[config.mk]
export PLATFORM = sky130hd
export DESIGN_NAME = crf_resync_top
export DESIGN_NICKNAME = d
export VERILOG_FILES = /design/src/hw/crf_pkg.sv /design/src/hw/crf_resync_top.sv /design/src/hw/crf_filter_regs.sv
export VERILOG_INCLUDE_DIRS = /design/src /design/src/hw
export SDC_FILE = /design/constraint.sdc
export NUM_CORES = 1
export LEC_CHECK = 0
export CAP_MARGIN = 20
export CORE_UTILIZATION = 55
export CTS_CLUSTER_DIAMETER = 30
export DETAILED_ROUTE_END_ITERATION = 16
export DONT_BUFFER_PORTS = 1
export GPL_TIMING_DRIVEN = 0
export HOLD_SLACK_MARGIN = 0.12
export MAX_ROUTING_LAYER = met4
export PLACE_DENSITY = 0.71
export SLEW_MARGIN = 40
export SYNTH_ARGS = -nofsm -noshare
export SYNTH_HDL_FRONTEND = slang
export SYNTH_SLANG_ARGS = --single-unit
[constraint.sdc]
create_clock -name CLOCK -period 4.65 [get_ports CLOCK]
set_input_delay 1.395 -clock CLOCK [delete_from_list [all_inputs] [get_ports CLOCK]]
set_output_delay 1.395 -clock CLOCK [all_outputs]
set_load 0.005 [all_outputs]
[src/hw/crf_defs.svh]
// register offsets, field positions and reset values for the resync and filter block
// What this block does
// Resync edge stretches phase one or shrinks two
// Adjustment never exceeds the jump width
// Jump width field sits in config bits 7:6
// Add width to phase one, subtract from two
// Jump width spans one to four quanta
// Software keeps phase two above jump width
// Standard register: 11-bit identifier, extended flag bit 0
// High register holds extended bits 17 to 6
// Low register upper bits hold bits 5:0
// Filter registers two indices apart, filter stride eight
// Later filters reuse the same three-register layout
// Field 00 means one quantum, 11 four
// Flag clear matches standard, set matches extended
`ifndef CRF_DEFS_SVH
`define CRF_DEFS_SVH

// register indices; byte address is four times the index
`define CRF_F0_SID_IDX 12'h300
`define CRF_F0_EIDH_IDX 12'h302
`define CRF_F0_EIDL_IDX 12'h304
`define CRF_F1_SID_IDX 12'h308
`define CRF_F1_EIDH_IDX 12'h30A
`define CRF_F1_EIDL_IDX 12'h30C
`define CRF_F2_SID_IDX 12'h310
`define CRF_F2_EIDH_IDX 12'h312
`define CRF_F2_EIDL_IDX 12'h314
`define CRF_CFG1_IDX 12'h2A0
`define CRF_STAT_IDX 12'h2A2

`define CRF_SJW_HI 7
`define CRF_SJW_LO 6
`define CRF_BRP_HI 5
`define CRF_SID_HI 12
`define CRF_SID_LO 2
`define CRF_EXT_BIT 0
`define CRF_EIDH_HI 11
`define CRF_EIDL_HI 15
`define CRF_EIDL_LO 10

`define CRF_CFG1_RST 8'h00
`define CRF_FILT_RST 16'h0000
`define CRF_HSIZE_WORD 3'h2

`endif

[src/hw/crf_pkg.sv]
// types shared by the resync and filter block
`default_nettype none
package crf_pkg;
    typedef enum logic [1:0] {
        CRF_SYNC = 2'b00,
        CRF_PROP = 2'b01,
        CRF_PH1 = 2'b10,
        CRF_PH2 = 2'b11
    } crf_seg_t;
    typedef logic [3:0] crf_tq_t;
endpackage : crf_pkg
`default_nettype wire

[src/hw/crf_resync_top.sv]
// top: AHB-Lite register slave, bit resynchronisation and acceptance filter registers
`include "crf_defs.svh"
`default_nettype none
module crf_resync_top
    import crf_pkg::*;
#(
    parameter int NUM_FILT = 3
) (
    input wire logic CLOCK,
    input wire logic RST_N,
    input wire logic HSEL,
    input wire logic [31:0] HADDR,
    input wire logic [1:0] HTRANS,
    input wire logic HWRITE,
    input wire logic [2:0] HSIZE,
    input wire logic [31:0] HWDATA,
    input wire logic HREADY,
    output logic [31:0] HRDATA,
    output logic HREADYOUT,
    output logic HRESP,
    input wire logic TQ_TICK,
    input wire logic [2:0] PROP_LEN,
    input wire logic [2:0] SEG1_LEN,
    input wire logic [2:0] SEG2_LEN,
    input wire logic RX_EDGE,
    input wire logic HARD_SYNC,
    input wire logic [28:0] RX_ID,
    input wire logic RX_IDE,
    input wire logic RX_ID_VALID,
    output logic [5:0] PRESCALE,
    output logic [1:0] BIT_PHASE,
    output logic SAMPLE_POINT,
    output logic BIT_START,
    output logic [NUM_FILT-1:0] FILTER_HIT
);
    // further filters would continue at the same stride
    if (NUM_FILT < 1 || NUM_FILT > 6) begin : g_chk
        $error("NUM_FILT must be 1 to 6");
    end

    localparam logic [11:0] FILT_STRIDE = `CRF_F1_SID_IDX - `CRF_F0_SID_IDX;
    localparam logic [11:0] EIDH_OFS = `CRF_F0_EIDH_IDX - `CRF_F0_SID_IDX;
    localparam logic [11:0] EIDL_OFS = `CRF_F0_EIDL_IDX - `CRF_F0_SID_IDX;

    logic rst_meta;
    logic rst_n;

    always_ff @(posedge CLOCK or negedge RST_N) begin
        if (!RST_N) begin
            rst_meta <= 1'b0;
            rst_n <= 1'b0;
        end else begin
            rst_meta <= 1'b1;
            rst_n <= rst_meta;
        end
    end

    // bus slave: one wait state on every transfer, so a write always lands
    // before the next address phase can be sampled and no forwarding is needed
    logic accept;
    logic pend;
    logic pend_write;
    logic pend_ok;
    logic [11:0] pend_idx;
    logic wr_strobe;
    logic rd_strobe;
    logic [15:0] rd_val;

    assign accept = HSEL && HTRANS[1] && HREADY;
    assign wr_strobe = pend && pend_write && pend_ok;
    assign rd_strobe = pend && !pend_write;

    always_ff @(posedge CLOCK or negedge rst_n) begin
        if (!rst_n) begin
            pend <= 1'b0;
            pend_write <= 1'b0;
            pend_ok <= 1'b0;
            pend_idx <= 12'h000;
            HREADYOUT <= 1'b1;
        end else if (accept) begin
            pend <= 1'b1;
            pend_write <= HWRITE;
            pend_ok <= (HADDR[31:14] == 18'h00000) && (HADDR[1:0] == 2'h0)
                && (HSIZE == `CRF_HSIZE_WORD);
            pend_idx <= HADDR[13:2];
            HREADYOUT <= 1'b0;
        end else if (pend) begin
            pend <= 1'b0;
            HREADYOUT <= 1'b1;
        end
    end

    always_ff @(posedge CLOCK or negedge rst_n) begin
        if (!rst_n) begin
            HRDATA <= 32'h00000000;
        end else if (rd_strobe) begin
            HRDATA <= {16'h0000, rd_val};
        end
    end

    always_ff @(posedge CLOCK or negedge rst_n) begin
        if (!rst_n) begin
            HRESP <= 1'b0;
        end else begin
            HRESP <= 1'b0;
        end
    end

    // configuration register: jump width and the prescaler handed on
    logic [7:0] cfg1;
    logic [1:0] jump_width_field;
    crf_tq_t sjw_tq;

    always_ff @(posedge CLOCK or negedge rst_n) begin
        if (!rst_n) begin
            cfg1 <= `CRF_CFG1_RST;
        end else if (wr_strobe && pend_idx == `CRF_CFG1_IDX) begin
            cfg1 <= HWDATA[7:0];
        end
    end

    assign jump_width_field = cfg1[`CRF_SJW_HI:`CRF_SJW_LO];
    assign sjw_tq = {2'b00, jump_width_field} + 4'h1;
    assign PRESCALE = cfg1[`CRF_BRP_HI:0];

    // bit timing engine, counted in time quanta
    crf_seg_t seg;
    crf_seg_t next_seg;
    crf_tq_t tq_cnt;
    crf_tq_t next_cnt;
    crf_tq_t ph1_lim;
    crf_tq_t next_ph1;
    crf_tq_t ph2_lim;
    crf_tq_t next_ph2;
    logic resynced;
    logic next_resynced;
    crf_tq_t prop_tq;
    crf_tq_t seg1_tq;
    crf_tq_t seg2_tq;
    crf_tq_t amt;
    crf_tq_t last_ext;
    crf_tq_t last_cut;
    crf_tq_t next_ext;
    crf_tq_t next_cut;
    logic [4:0] err;
    logic sample_c;
    logic start_c;

    assign prop_tq = {1'b0, PROP_LEN} + 4'h1;
    assign seg1_tq = {1'b0, SEG1_LEN} + 4'h1;
    assign seg2_tq = {1'b0, SEG2_LEN} + 4'h1;

    always_comb begin
        next_seg = seg;
        next_cnt = tq_cnt;
        next_ph1 = ph1_lim;
        next_ph2 = ph2_lim;
        next_resynced = resynced;
        next_ext = last_ext;
        next_cut = last_cut;
        err = 5'h00;
        amt = 4'h0;
        sample_c = 1'b0;
        start_c = 1'b0;
        if (HARD_SYNC) begin
            // restart the bit; no resync is allowed in this bit
            next_seg = CRF_SYNC;
            next_cnt = 4'h0;
            next_ph1 = seg1_tq;
            next_ph2 = seg2_tq;
            next_resynced = 1'b1;
        end else begin
            if (RX_EDGE && !resynced) begin
                unique case (seg)
                    CRF_SYNC: err = 5'h00;
                    CRF_PROP: err = {1'b0, tq_cnt} + 5'h01;
                    CRF_PH1: err = {1'b0, prop_tq} + {1'b0, tq_cnt} + 5'h01;
                    CRF_PH2: err = {1'b0, ph2_lim} - {1'b0, tq_cnt};
                endcase
                amt = (err > {1'b0, sjw_tq}) ? sjw_tq : err[3:0];
                next_resynced = 1'b1;
                if (seg == CRF_PROP || seg == CRF_PH1) begin
                    next_ph1 = ph1_lim + amt;
                    next_ext = amt;
                end else if (seg == CRF_PH2) begin
                    next_ph2 = ph2_lim - amt;
                    next_cut = amt;
                end
            end
            if (TQ_TICK) begin
                next_cnt = tq_cnt + 4'h1;
                unique case (seg)
                    CRF_SYNC: begin
                        next_seg = CRF_PROP;
                        next_cnt = 4'h0;
                    end
                    CRF_PROP: begin
                        if (next_cnt >= prop_tq) begin
                            next_seg = CRF_PH1;
                            next_cnt = 4'h0;
                        end
                    end
                    CRF_PH1: begin
                        if (next_cnt >= next_ph1) begin
                            next_seg = CRF_PH2;
                            next_cnt = 4'h0;
                            sample_c = 1'b1;
                        end
                    end
                    CRF_PH2: begin
                        // a cut that reaches the count ends the bit at this quantum
                        if (next_cnt >= next_ph2) begin
                            next_seg = CRF_SYNC;
                            next_cnt = 4'h0;
                            next_ph1 = seg1_tq;
                            next_ph2 = seg2_tq;
                            next_resynced = 1'b0;
                            start_c = 1'b1;
                        end
                    end
                endcase
            end
        end
    end

    always_ff @(posedge CLOCK or negedge rst_n) begin
        if (!rst_n) begin
            seg <= CRF_SYNC;
            tq_cnt <= 4'h0;
            ph1_lim <= 4'h1;
            ph2_lim <= 4'h1;
            resynced <= 1'b0;
        end else begin
            seg <= next_seg;
            tq_cnt <= next_cnt;
            ph1_lim <= next_ph1;
            ph2_lim <= next_ph2;
            resynced <= next_resynced;
        end
    end

    always_ff @(posedge CLOCK or negedge rst_n) begin
        if (!rst_n) begin
            last_ext <= 4'h0;
            last_cut <= 4'h0;
        end else begin
            last_ext <= next_ext;
            last_cut <= next_cut;
        end
    end

    always_ff @(posedge CLOCK or negedge rst_n) begin
        if (!rst_n) begin
            SAMPLE_POINT <= 1'b0;
            BIT_START <= 1'b0;
            BIT_PHASE <= 2'b00;
        end else begin
            SAMPLE_POINT <= sample_c;
            BIT_START <= start_c;
            BIT_PHASE <= next_seg;
        end
    end

    // acceptance filters
    logic [15:0] f_sid [NUM_FILT];
    logic [15:0] f_eidh [NUM_FILT];
    logic [15:0] f_eidl [NUM_FILT];

    for (genvar k = 0; k < NUM_FILT; k++) begin : g_filt
        localparam logic [11:0] BASE = 12'(`CRF_F0_SID_IDX + k * FILT_STRIDE);

        crf_filter_regs u_filt (
            .clk(CLOCK),
            .rst_n(rst_n),
            .wr_sid(wr_strobe && pend_idx == BASE),
            .wr_eidh(wr_strobe && pend_idx == BASE + EIDH_OFS),
            .wr_eidl(wr_strobe && pend_idx == BASE + EIDL_OFS),
            .wdata(HWDATA[15:0]),
            .rx_id(RX_ID),
            .rx_ide(RX_IDE),
            .rx_valid(RX_ID_VALID),
            .rd_sid(f_sid[k]),
            .rd_eidh(f_eidh[k]),
            .rd_eidl(f_eidl[k]),
            .hit(FILTER_HIT[k])
        );
    end

    // unmapped addresses read zero and ignore writes
    always_comb begin
        rd_val = 16'h0000;
        if (pend_ok) begin
            if (pend_idx == `CRF_CFG1_IDX) begin
                rd_val = {8'h00, cfg1};
            end else if (pend_idx == `CRF_STAT_IDX) begin
                rd_val = {4'h0, last_cut, last_ext, 1'b0, resynced, seg};
            end
            for (int k = 0; k < NUM_FILT; k++) begin
                if (pend_idx == 12'(`CRF_F0_SID_IDX + k * FILT_STRIDE)) begin
                    rd_val = f_sid[k];
                end else if (pend_idx == 12'(`CRF_F0_SID_IDX + k * FILT_STRIDE) + EIDH_OFS) begin
                    rd_val = f_eidh[k];
                end else if (pend_idx == 12'(`CRF_F0_SID_IDX + k * FILT_STRIDE) + EIDL_OFS) begin
                    rd_val = f_eidl[k];
                end
            end
        end
    end
endmodule : crf_resync_top
`default_nettype wire

[src/hw/crf_filter_regs.sv]
// one acceptance filter: three identifier registers and an exact match
`include "crf_defs.svh"
`default_nettype none
module crf_filter_regs
    import crf_pkg::*;
#(
    parameter int SID_W = 11,
    parameter int EID_W = 18
) (
    input wire logic clk,
    input wire logic rst_n,
    input wire logic wr_sid,
    input wire logic wr_eidh,
    input wire logic wr_eidl,
    input wire logic [15:0] wdata,
    input wire logic [28:0] rx_id,
    input wire logic rx_ide,
    input wire logic rx_valid,
    output logic [15:0] rd_sid,
    output logic [15:0] rd_eidh,
    output logic [15:0] rd_eidl,
    output logic hit
);
    if (SID_W != 11 || EID_W != 18) begin : g_chk
        $error("identifier widths are fixed by the register layout");
    end

    logic [SID_W-1:0] sid;
    logic [EID_W-1:0] eid;
    logic ext_flag;

    always_ff @(posedge clk or negedge rst_n) begin
        if (!rst_n) begin
            sid <= '0;
            ext_flag <= 1'b0;
        end else if (wr_sid) begin
            sid <= wdata[`CRF_SID_HI:`CRF_SID_LO];
            ext_flag <= wdata[`CRF_EXT_BIT];
        end
    end

    always_ff @(posedge clk or negedge rst_n) begin
        if (!rst_n) begin
            eid <= '0;
        end else begin
            if (wr_eidh) begin
                eid[17:6] <= wdata[`CRF_EIDH_HI:0];
            end
            if (wr_eidl) begin
                eid[5:0] <= wdata[`CRF_EIDL_HI:`CRF_EIDL_LO];
            end
        end
    end

    // unimplemented bits read as zero
    assign rd_sid = {3'h0, sid, 1'b0, ext_flag};
    assign rd_eidh = {4'h0, eid[17:6]};
    assign rd_eidl = {eid[5:0], 10'h000};

    // no acceptance mask is applied; here the compare is exact
    always_ff @(posedge clk or negedge rst_n) begin
        if (!rst_n) begin
            hit <= 1'b0;
        end else begin
            hit <= rx_valid && (rx_ide == ext_flag) && (rx_id[28:18] == sid)
                && (!ext_flag || rx_id[17:0] == eid);
        end
    end
endmodule : crf_filter_regs
`default_nettype wire

==> flow_summary.yaml, run 1 <==
outcome:
  status: "finished, violations left"
  violations: "negative setup slack"
clock_tree:
  htreeDepth: 4
  numClockSinks: 160
  cts_root_buf: "clkbuf_16"
  clkSlewWorstSetupHoldPaths_ps: 70
  clk_path_buf_depth: 2
  cts_buffers: 17
  clk_latency_ps: 440
  cts_tree: "yes"
power:
  power.total_uw: 3520
  peakVddDrop_mv: 0.247
  p_leak_uw: 0.00459
  p_per_area_nw_per_um2: 323
timing:
  maxSlewViolCount: 0
  setup_viol_count_final: 17
  finalClockSkew_ps: 10.7
  rsz0062_at_grt: "yes"
  worst_slack_ps: -1040
  holdWs_ps: 329
  finalCritPeriodShare_pct: 122
  worstMarginPinSlew_ps: 822
  slew_headroom_pct: 45.2
  max_freq_ghz: 0.176
  period_minus_slack_ps: 5690
  hold_viol_final: 0
cells_and_area:
  most-common-layout-cells: "dfrtp_1 (156), mux2_2 (117), xnor2_1 (62)"
  finish.utilization_pct: 64.7
  area_growth_pct: 13.2
  antenna_cells: 0
  final_common_cell: "dfrtp_1"
  layout.nets: 1105
  drive_above_1_share_pct: 26.3
worst_hold_path:
  hold_class: "register to async pin"
placed_design:
  dpl.hpwl_um: 21300
  gp_congestion: 1.01
  dp_slack_ps: -1650
  portBuffers: 0
drt:
  post_drt_wl_per_cell_um: 23.5
  drt-met1-wl_um: 12000
  final_antenna_net_count: 0
  drtPass1Iterations: 6
  drt_iter0_markers: 730
  drc_errors: 0
  wl_um: 27700
  vias: 7381
  dr_wl_met2_um: 12700
  wl_met3_um: 2450
  highest_layer: "met4"
  avgViaCountPerCell: 6.26
logic_synthesis:
  syn_avg_cell_area_sq_um: 10.8
  yosysUniqueCellTypes: 70
  synth_compound_area_share_pct: 10.9
  synthTopCellsByArea: "dfrtp_1 (41%), mux2_2 (14%), xnor2_1 (5.6%)"
  synth_top_cell_by_area: "dfrtp_1"
  synth_edf_count: 0
  synthMuxAreaShare_pct: 14.9
  synth-simple-area-share_pct: 13.0
  yosysTopAreaCellShare_pct: 40.8
  synth_top_family_by_area: "multiplexers"
  synth_ff_type: "dfrtp_1"
  ys_seq_elements: 160
  yosysSeqAreaShare_pct: 41.7
  synthXorXnorAreaFrac_pct: 9.28
  synthAdderAreaFrac_pct: 5.77
  synth_cells: 891
  synth_area_sq_um: 9620
  ys_warn_count: 0
  ys_async_sr_fraction_pct: 100
global_routing:
  grt_usage_pct: 32.9
  grt_overflow: 0
  antenna_found_initial: 0
  grt_pass1_wl_um: 42500
  grt_pass1_vias: 7324
  grt_max_degree: 44
setup_path:
  crit_fanout: 5
  crit_arrival_ps: 6060
  critical_path_required_ps: 5020
  start_kind: "input pin"
  cp-end-kind: "register"
  worst-setup-path-type: "input pin to register"
floorplanning:
  core_area_sq_um: 16800
  io_pins: 164
  die_area_sq_um: 18000
  die_y_um: 134
  start_util_pct: 57.2
  fp-row-count: 47
  die_x_um: 134
run:
  maxCapViolations: 0
==> worst paths after layout <==
kind	startpoint	endpoint	slack [ps]	cells after the start
max	PROP_LEN[0]	tq_cnt[2]	-1040	19
max in group asynchronous	rst_n	HREADYOUT	3610	1
min in group CLOCK	rst_meta	rst_n	360	0
min reg2reg	rst_n	g_filt[2].u_filt.sid[2]	330	0
min	rst_n	g_filt[2].u_filt.sid[2]	330	0
max reg2reg	tq_cnt[0]	tq_cnt[2]	-830	21
==> state kept, by name, indices dropped and copies added, names as in the netlist, 2 cells and up <==
signal / cells
BIT_PHASE: 2
HRDATA: 16
cfg1: 8
g_filt.u_filt.eid: 54
g_filt.u_filt.ext_flag: 3
g_filt.u_filt.hit: 3
g_filt.u_filt.sid: 33
last_cut: 4
last_ext: 4
pend_idx: 12
ph1_lim: 4
ph2_lim: 4
tq_cnt: 4
==> metrics by stage <==
stage | cell area, sq um | setup TNS, ps | cells
global route | 10900 | -19320 | 1179
floorplan | 9750 | -16510 | 907
global placement | 10000 | -24940 | 1127
detailed placement | 10100 | -26100 | 1130
CTS | 10800 | -14430 | 1177
finish | 10900 | -15770 | 1179
==> what timing repair did <==
action / 4_1_cts / 5_1_grt
hold buffers: 0 / 0
setup buffers: 14 / 2
endpoints found under the setup margin: 17 / 17
pin swaps: 19 / 10
cloned: 1 / 0
resized for setup: 18 / 7
==> per-layer routing <==
layer,vias to the layer above,track usage [%]
li1,3340,-
met1,3647,43.9
met2,347,49.5
met3,47,8.65
met4,0,9.18
met5,-,-
==> power by group <==
| part | internal, uW | switching, uW | leakage (uW) |
|---|---|---|---|
| sequential | 1460 | 91.4 | 0.00201 |
| combinational | 259 | 327 | 0.00230 |
| clock | 755 | 627 | 0.000285 |
| total | 2480 | 1050 | 0.00459 |
==> final cells by class <==
cell class / count / area (sq um)
Sequential cell: 160 / 4010
Fill cell: 1364 / 5930
Clock inverter: 15 / 153
Multi-Input combinational cell: 661 / 5380
Tap cell: 220 / 275
Inverter: 26 / 97.6
Timing Repair Buffer: 20 / 201
Clock buffer: 17 / 425
Buffer: 60 / 348
==> logic make-up (layout without fill, tap and decap cells) <==
kind of cell               Yosys count  count (layout)
and+or+nand+nor                    216             216
DFF                                160             160
AOI/OAI and AO/OA                  155             155
muxes                              128             128
xor gates and xnor gates           102             102
buffers and inverters               86             138
adders and majority gates           42              42
other                                2              18
==> cell usage after synthesis (all sizes together), types with 21 or more instances <==
library cell / number
a21oi: 25
buf: 40
dfrtp: 157
ha: 38
inv: 26
mux2: 118
nand2: 39
nand4: 27
nor2: 29
nor3: 21
o21ai: 47
xnor2: 62
xor2: 40
==> critical path, cell delays in order <==
cell	delay (ps)
ha_4	220
fa_1	480
a222oi_1	360
nor2_1	120
ha_1	300
nor2b_4	130
o21a_1	190
o21ai_4	160
or3b_4	400
o211ai_1	180
ha_2	280
fa_1	430
mux2i_2	220
ha_1	280
a21oi_2	170
o211ai_1	160
a31oi_2	360
a21oi_1	120
nor2_1	100
Note: power is estimated with default switching activity, not from simulation.
==> inputs of run 2 (changes only) <==
--- a/config.mk
+++ b/config.mk
@@ -18,4 +18,5 @@
 export SLEW_MARGIN = 40
 export SYNTH_ARGS = -nofsm -noshare
 export SYNTH_HDL_FRONTEND = slang
+export SYNTH_HIERARCHICAL = 1
 export SYNTH_SLANG_ARGS = --single-unit
==> flow_summary.yaml, run 2 <==
outcome:
  status: "finished, violations left"
  violations: "negative setup slack"
cells_and_area:
  finish.utilization_pct: 65.4
  largest_register_ffs: 54
  most-common-layout-cells: "dfrtp_1 (156), mux2_2 (115), buf_4 (104)"
  seqCellArea_sq_um: 4010
  fin_area_sq_um: 12300
  largest-register: "g_filt.u_filt/eid"
  final_common_cell: "dfrtp_1"
  instances_no_fill: 1403
  multi_input_area_sq_um: 6170
  area_growth_pct: 16.2
  fillCellCount: 1494
  drive_above_1_share_pct: 28.7
  reg_top3: "g_filt.u_filt/eid (54), g_filt.u_filt/sid (33), HRDATA (16)"
  layout.nets: 1314
power:
  p_per_area_nw_per_um2: 300
  peakVddDrop_mv: 0.300
  p_leak_uw: 0.00573
clock_tree:
  clkSlewWorstSetupHoldPaths_ps: 60
  cts_buffers: 17
  htreeDepth: 4
  numClockSinks: 160
  holdBufCountCts: 0
  clk_latency_ps: 430
  cts_tree: "yes"
  clk_path_buf_depth: 2
  cts_root_buf: "clkbuf_16"
logic_synthesis:
  synth_common_cells: "dfrtp_1 (157), mux2_2 (116), buf_4 (81), xnor2_1 (63), nor2_1 (55)"
  synth_ff_type: "dfrtp_1"
  synthMostInstantiatedCell: "dfrtp_1"
  ys_warn_count: 6
  syn_avg_cell_area_sq_um: 10.2
  yosysSeqAreaShare_pct: 37.9
  yosysUniqueCellTypes: 77
  synth_cells: 1039
  ys_seq_elements: 160
  ys_async_sr_fraction_pct: 100
  synth_top_cell_by_area: "dfrtp_1"
  yosysTopAreaCellShare_pct: 37.2
  synth_edf_count: 0
  synthTopCellsByArea: "dfrtp_1 (37%), mux2_2 (12%), buf_4 (5.8%)"
  synth_area_sq_um: 10600
setup_path:
  worstSetupPathDepth: 25
  crit_family: "compound AO/OA/AOI/OAI gates"
  cp-end-kind: "register"
  start_kind: "input pin"
  slowest_stage: "fa_1"
  critPathBufInv: 5
  crit_arrival_ps: 6290
  r2r_start: "tq_cnt[0]"
  rrSetupSlack_ps: -970
  rr_worst_depth: 25
  worstReg2RegEnd: "ph1_lim[2]"
  worst-setup-path-type: "input pin to register"
  critical_path_required_ps: 5000
  crit_top_cell: "ha_1"
  crit_fanout: 6
  cpPeakStageDelay_ps: 470
floorplanning:
  die_y_um: 141
  core_area_sq_um: 18800
  start_util_pct: 56.3
  fp-row-count: 50
  die_area_sq_um: 19800
  io_pins: 164
  die_x_um: 141
placed_design:
  placed_area_sq_um: 11300
  dp_slack_ps: -1950
  portBuffers: 0
  gp_congestion: 1.02
  dpl.hpwl_um: 24500
  dp_cells: 1344
timing:
  setup_viol_count_final: 17
  finalClockSkew_ps: 6.39
  slew_headroom_pct: 47.6
  maxSlewViolCount: 0
  rsz0062_at_grt: "yes"
  period_minus_slack_ps: 5950
  hold_viol_final: 0
  worst_slack_ps: -1300
  worstMarginPinSlew_ps: 786
  setup_tns_ps: -19950
  finalCritPeriodShare_pct: 128
  max_freq_ghz: 0.168
global_routing:
  grt_pass1_vias: 8244
  antenna_found_initial: 1
  grt_usage_pct: 35.1
  grt_overflow: 0
  grt_max_degree: 42
  grt_pass1_wl_um: 49500
drt:
  final_antenna_net_count: 0
  post_drt_wl_per_cell_um: 23.7
  vias: 8601
  drt_iter0_markers: 791
  wl_um: 33200
  drtPass1Iterations: 6
  avgViaCountPerCell: 6.13
  drc_errors: 0
worst_hold_path:
  hold_class: "register to async pin"
run:
  maxCapViolations: 0
[run 2: changes by cell type after synthesis, sizes merged, moves of 6 or more]
cell   delta
a21o      +7
a21oi    +19
and3      -6
buf      +59
nand2    +11
nand3     -6
nand4     +6
nor2     +27
nor3      -6
o21ai     +7
o22ai    +16
[run 2: cell families (layout without fill, tap and decap cells)]
logic type	after synthesis	count (layout)	synth area share, %
adder cells (fa/ha/maj)	42	42	5.26
AND/OR/NAND/NOR	234	234	12.5
flip-flops	160	160	37.9
XOR/XNOR	101	101	8.37
other	5	73	0.178
multiplexers	130	130	13.7
buffers and inverters	151	213	8.50
AO/OA/AOI/OAI	216	216	13.6
[run 2: what timing repair did]
action	in CTS	in global routing
gates resized for setup	21	25
setup endpoints to repair	17	17
setup buffers	21	6
pin swaps	26	22
[run 2: metrics by stage]
| step | total power [uW] | hold WS [ps] |
|---|---|---|
| 6_report | 3680 | 190 |
| 5_1_grt | 3810 | 208 |
| 4_1_cts | 3620 | 195 |
| 3_5_place_dp | 2140 | 191 |
| 3_3_place_gp | 2110 | 335 |
| 2_1_floorplan | 1960 | 331 |
[run 2: worst max-delay path by stage]
stage                 endpoint   startpoint  slack, ps
floorplan           ph2_lim[0]  PROP_LEN[1]      -1310
global placement    ph2_lim[0]  PROP_LEN[1]      -1860
detailed placement  ph2_lim[0]  PROP_LEN[1]      -1950
CTS                 ph2_lim[0]  PROP_LEN[1]      -1140
global route        ph1_lim[2]  PROP_LEN[1]      -1530
finish              ph1_lim[2]  PROP_LEN[1]      -1300
[run 2: routing by layer]
metal  up-vias  global-route usage, %  share of wire [%]
met1      4181                   45.2                 41
met5         -                      -                  0
li1       3879                      -                  -
met3        88                   10.3                9.7
met4         0                   12.9                3.9
met2       453                   52.5                 45
[run 2: area by class of cell]
cell class | count | area share [%]
Timing Repair Buffer | 30 | 2.40
Multi-Input combinational cell | 795 | 50.2
Sequential cell | 160 | 32.7
Inverter | 30 | 0.937
Tap cell | 234 | 2.38
Buffer | 121 | 6.49
Clock buffer | 23 | 3.81
Antenna cell | 1 | 0.0204
Clock inverter | 9 | 1.07
[run 2: power breakdown]
part           internal (uW)  switching, uW  total (uW)
logic                    304            410         714
registers               1440           62.1        1500
clock network            875            593        1470
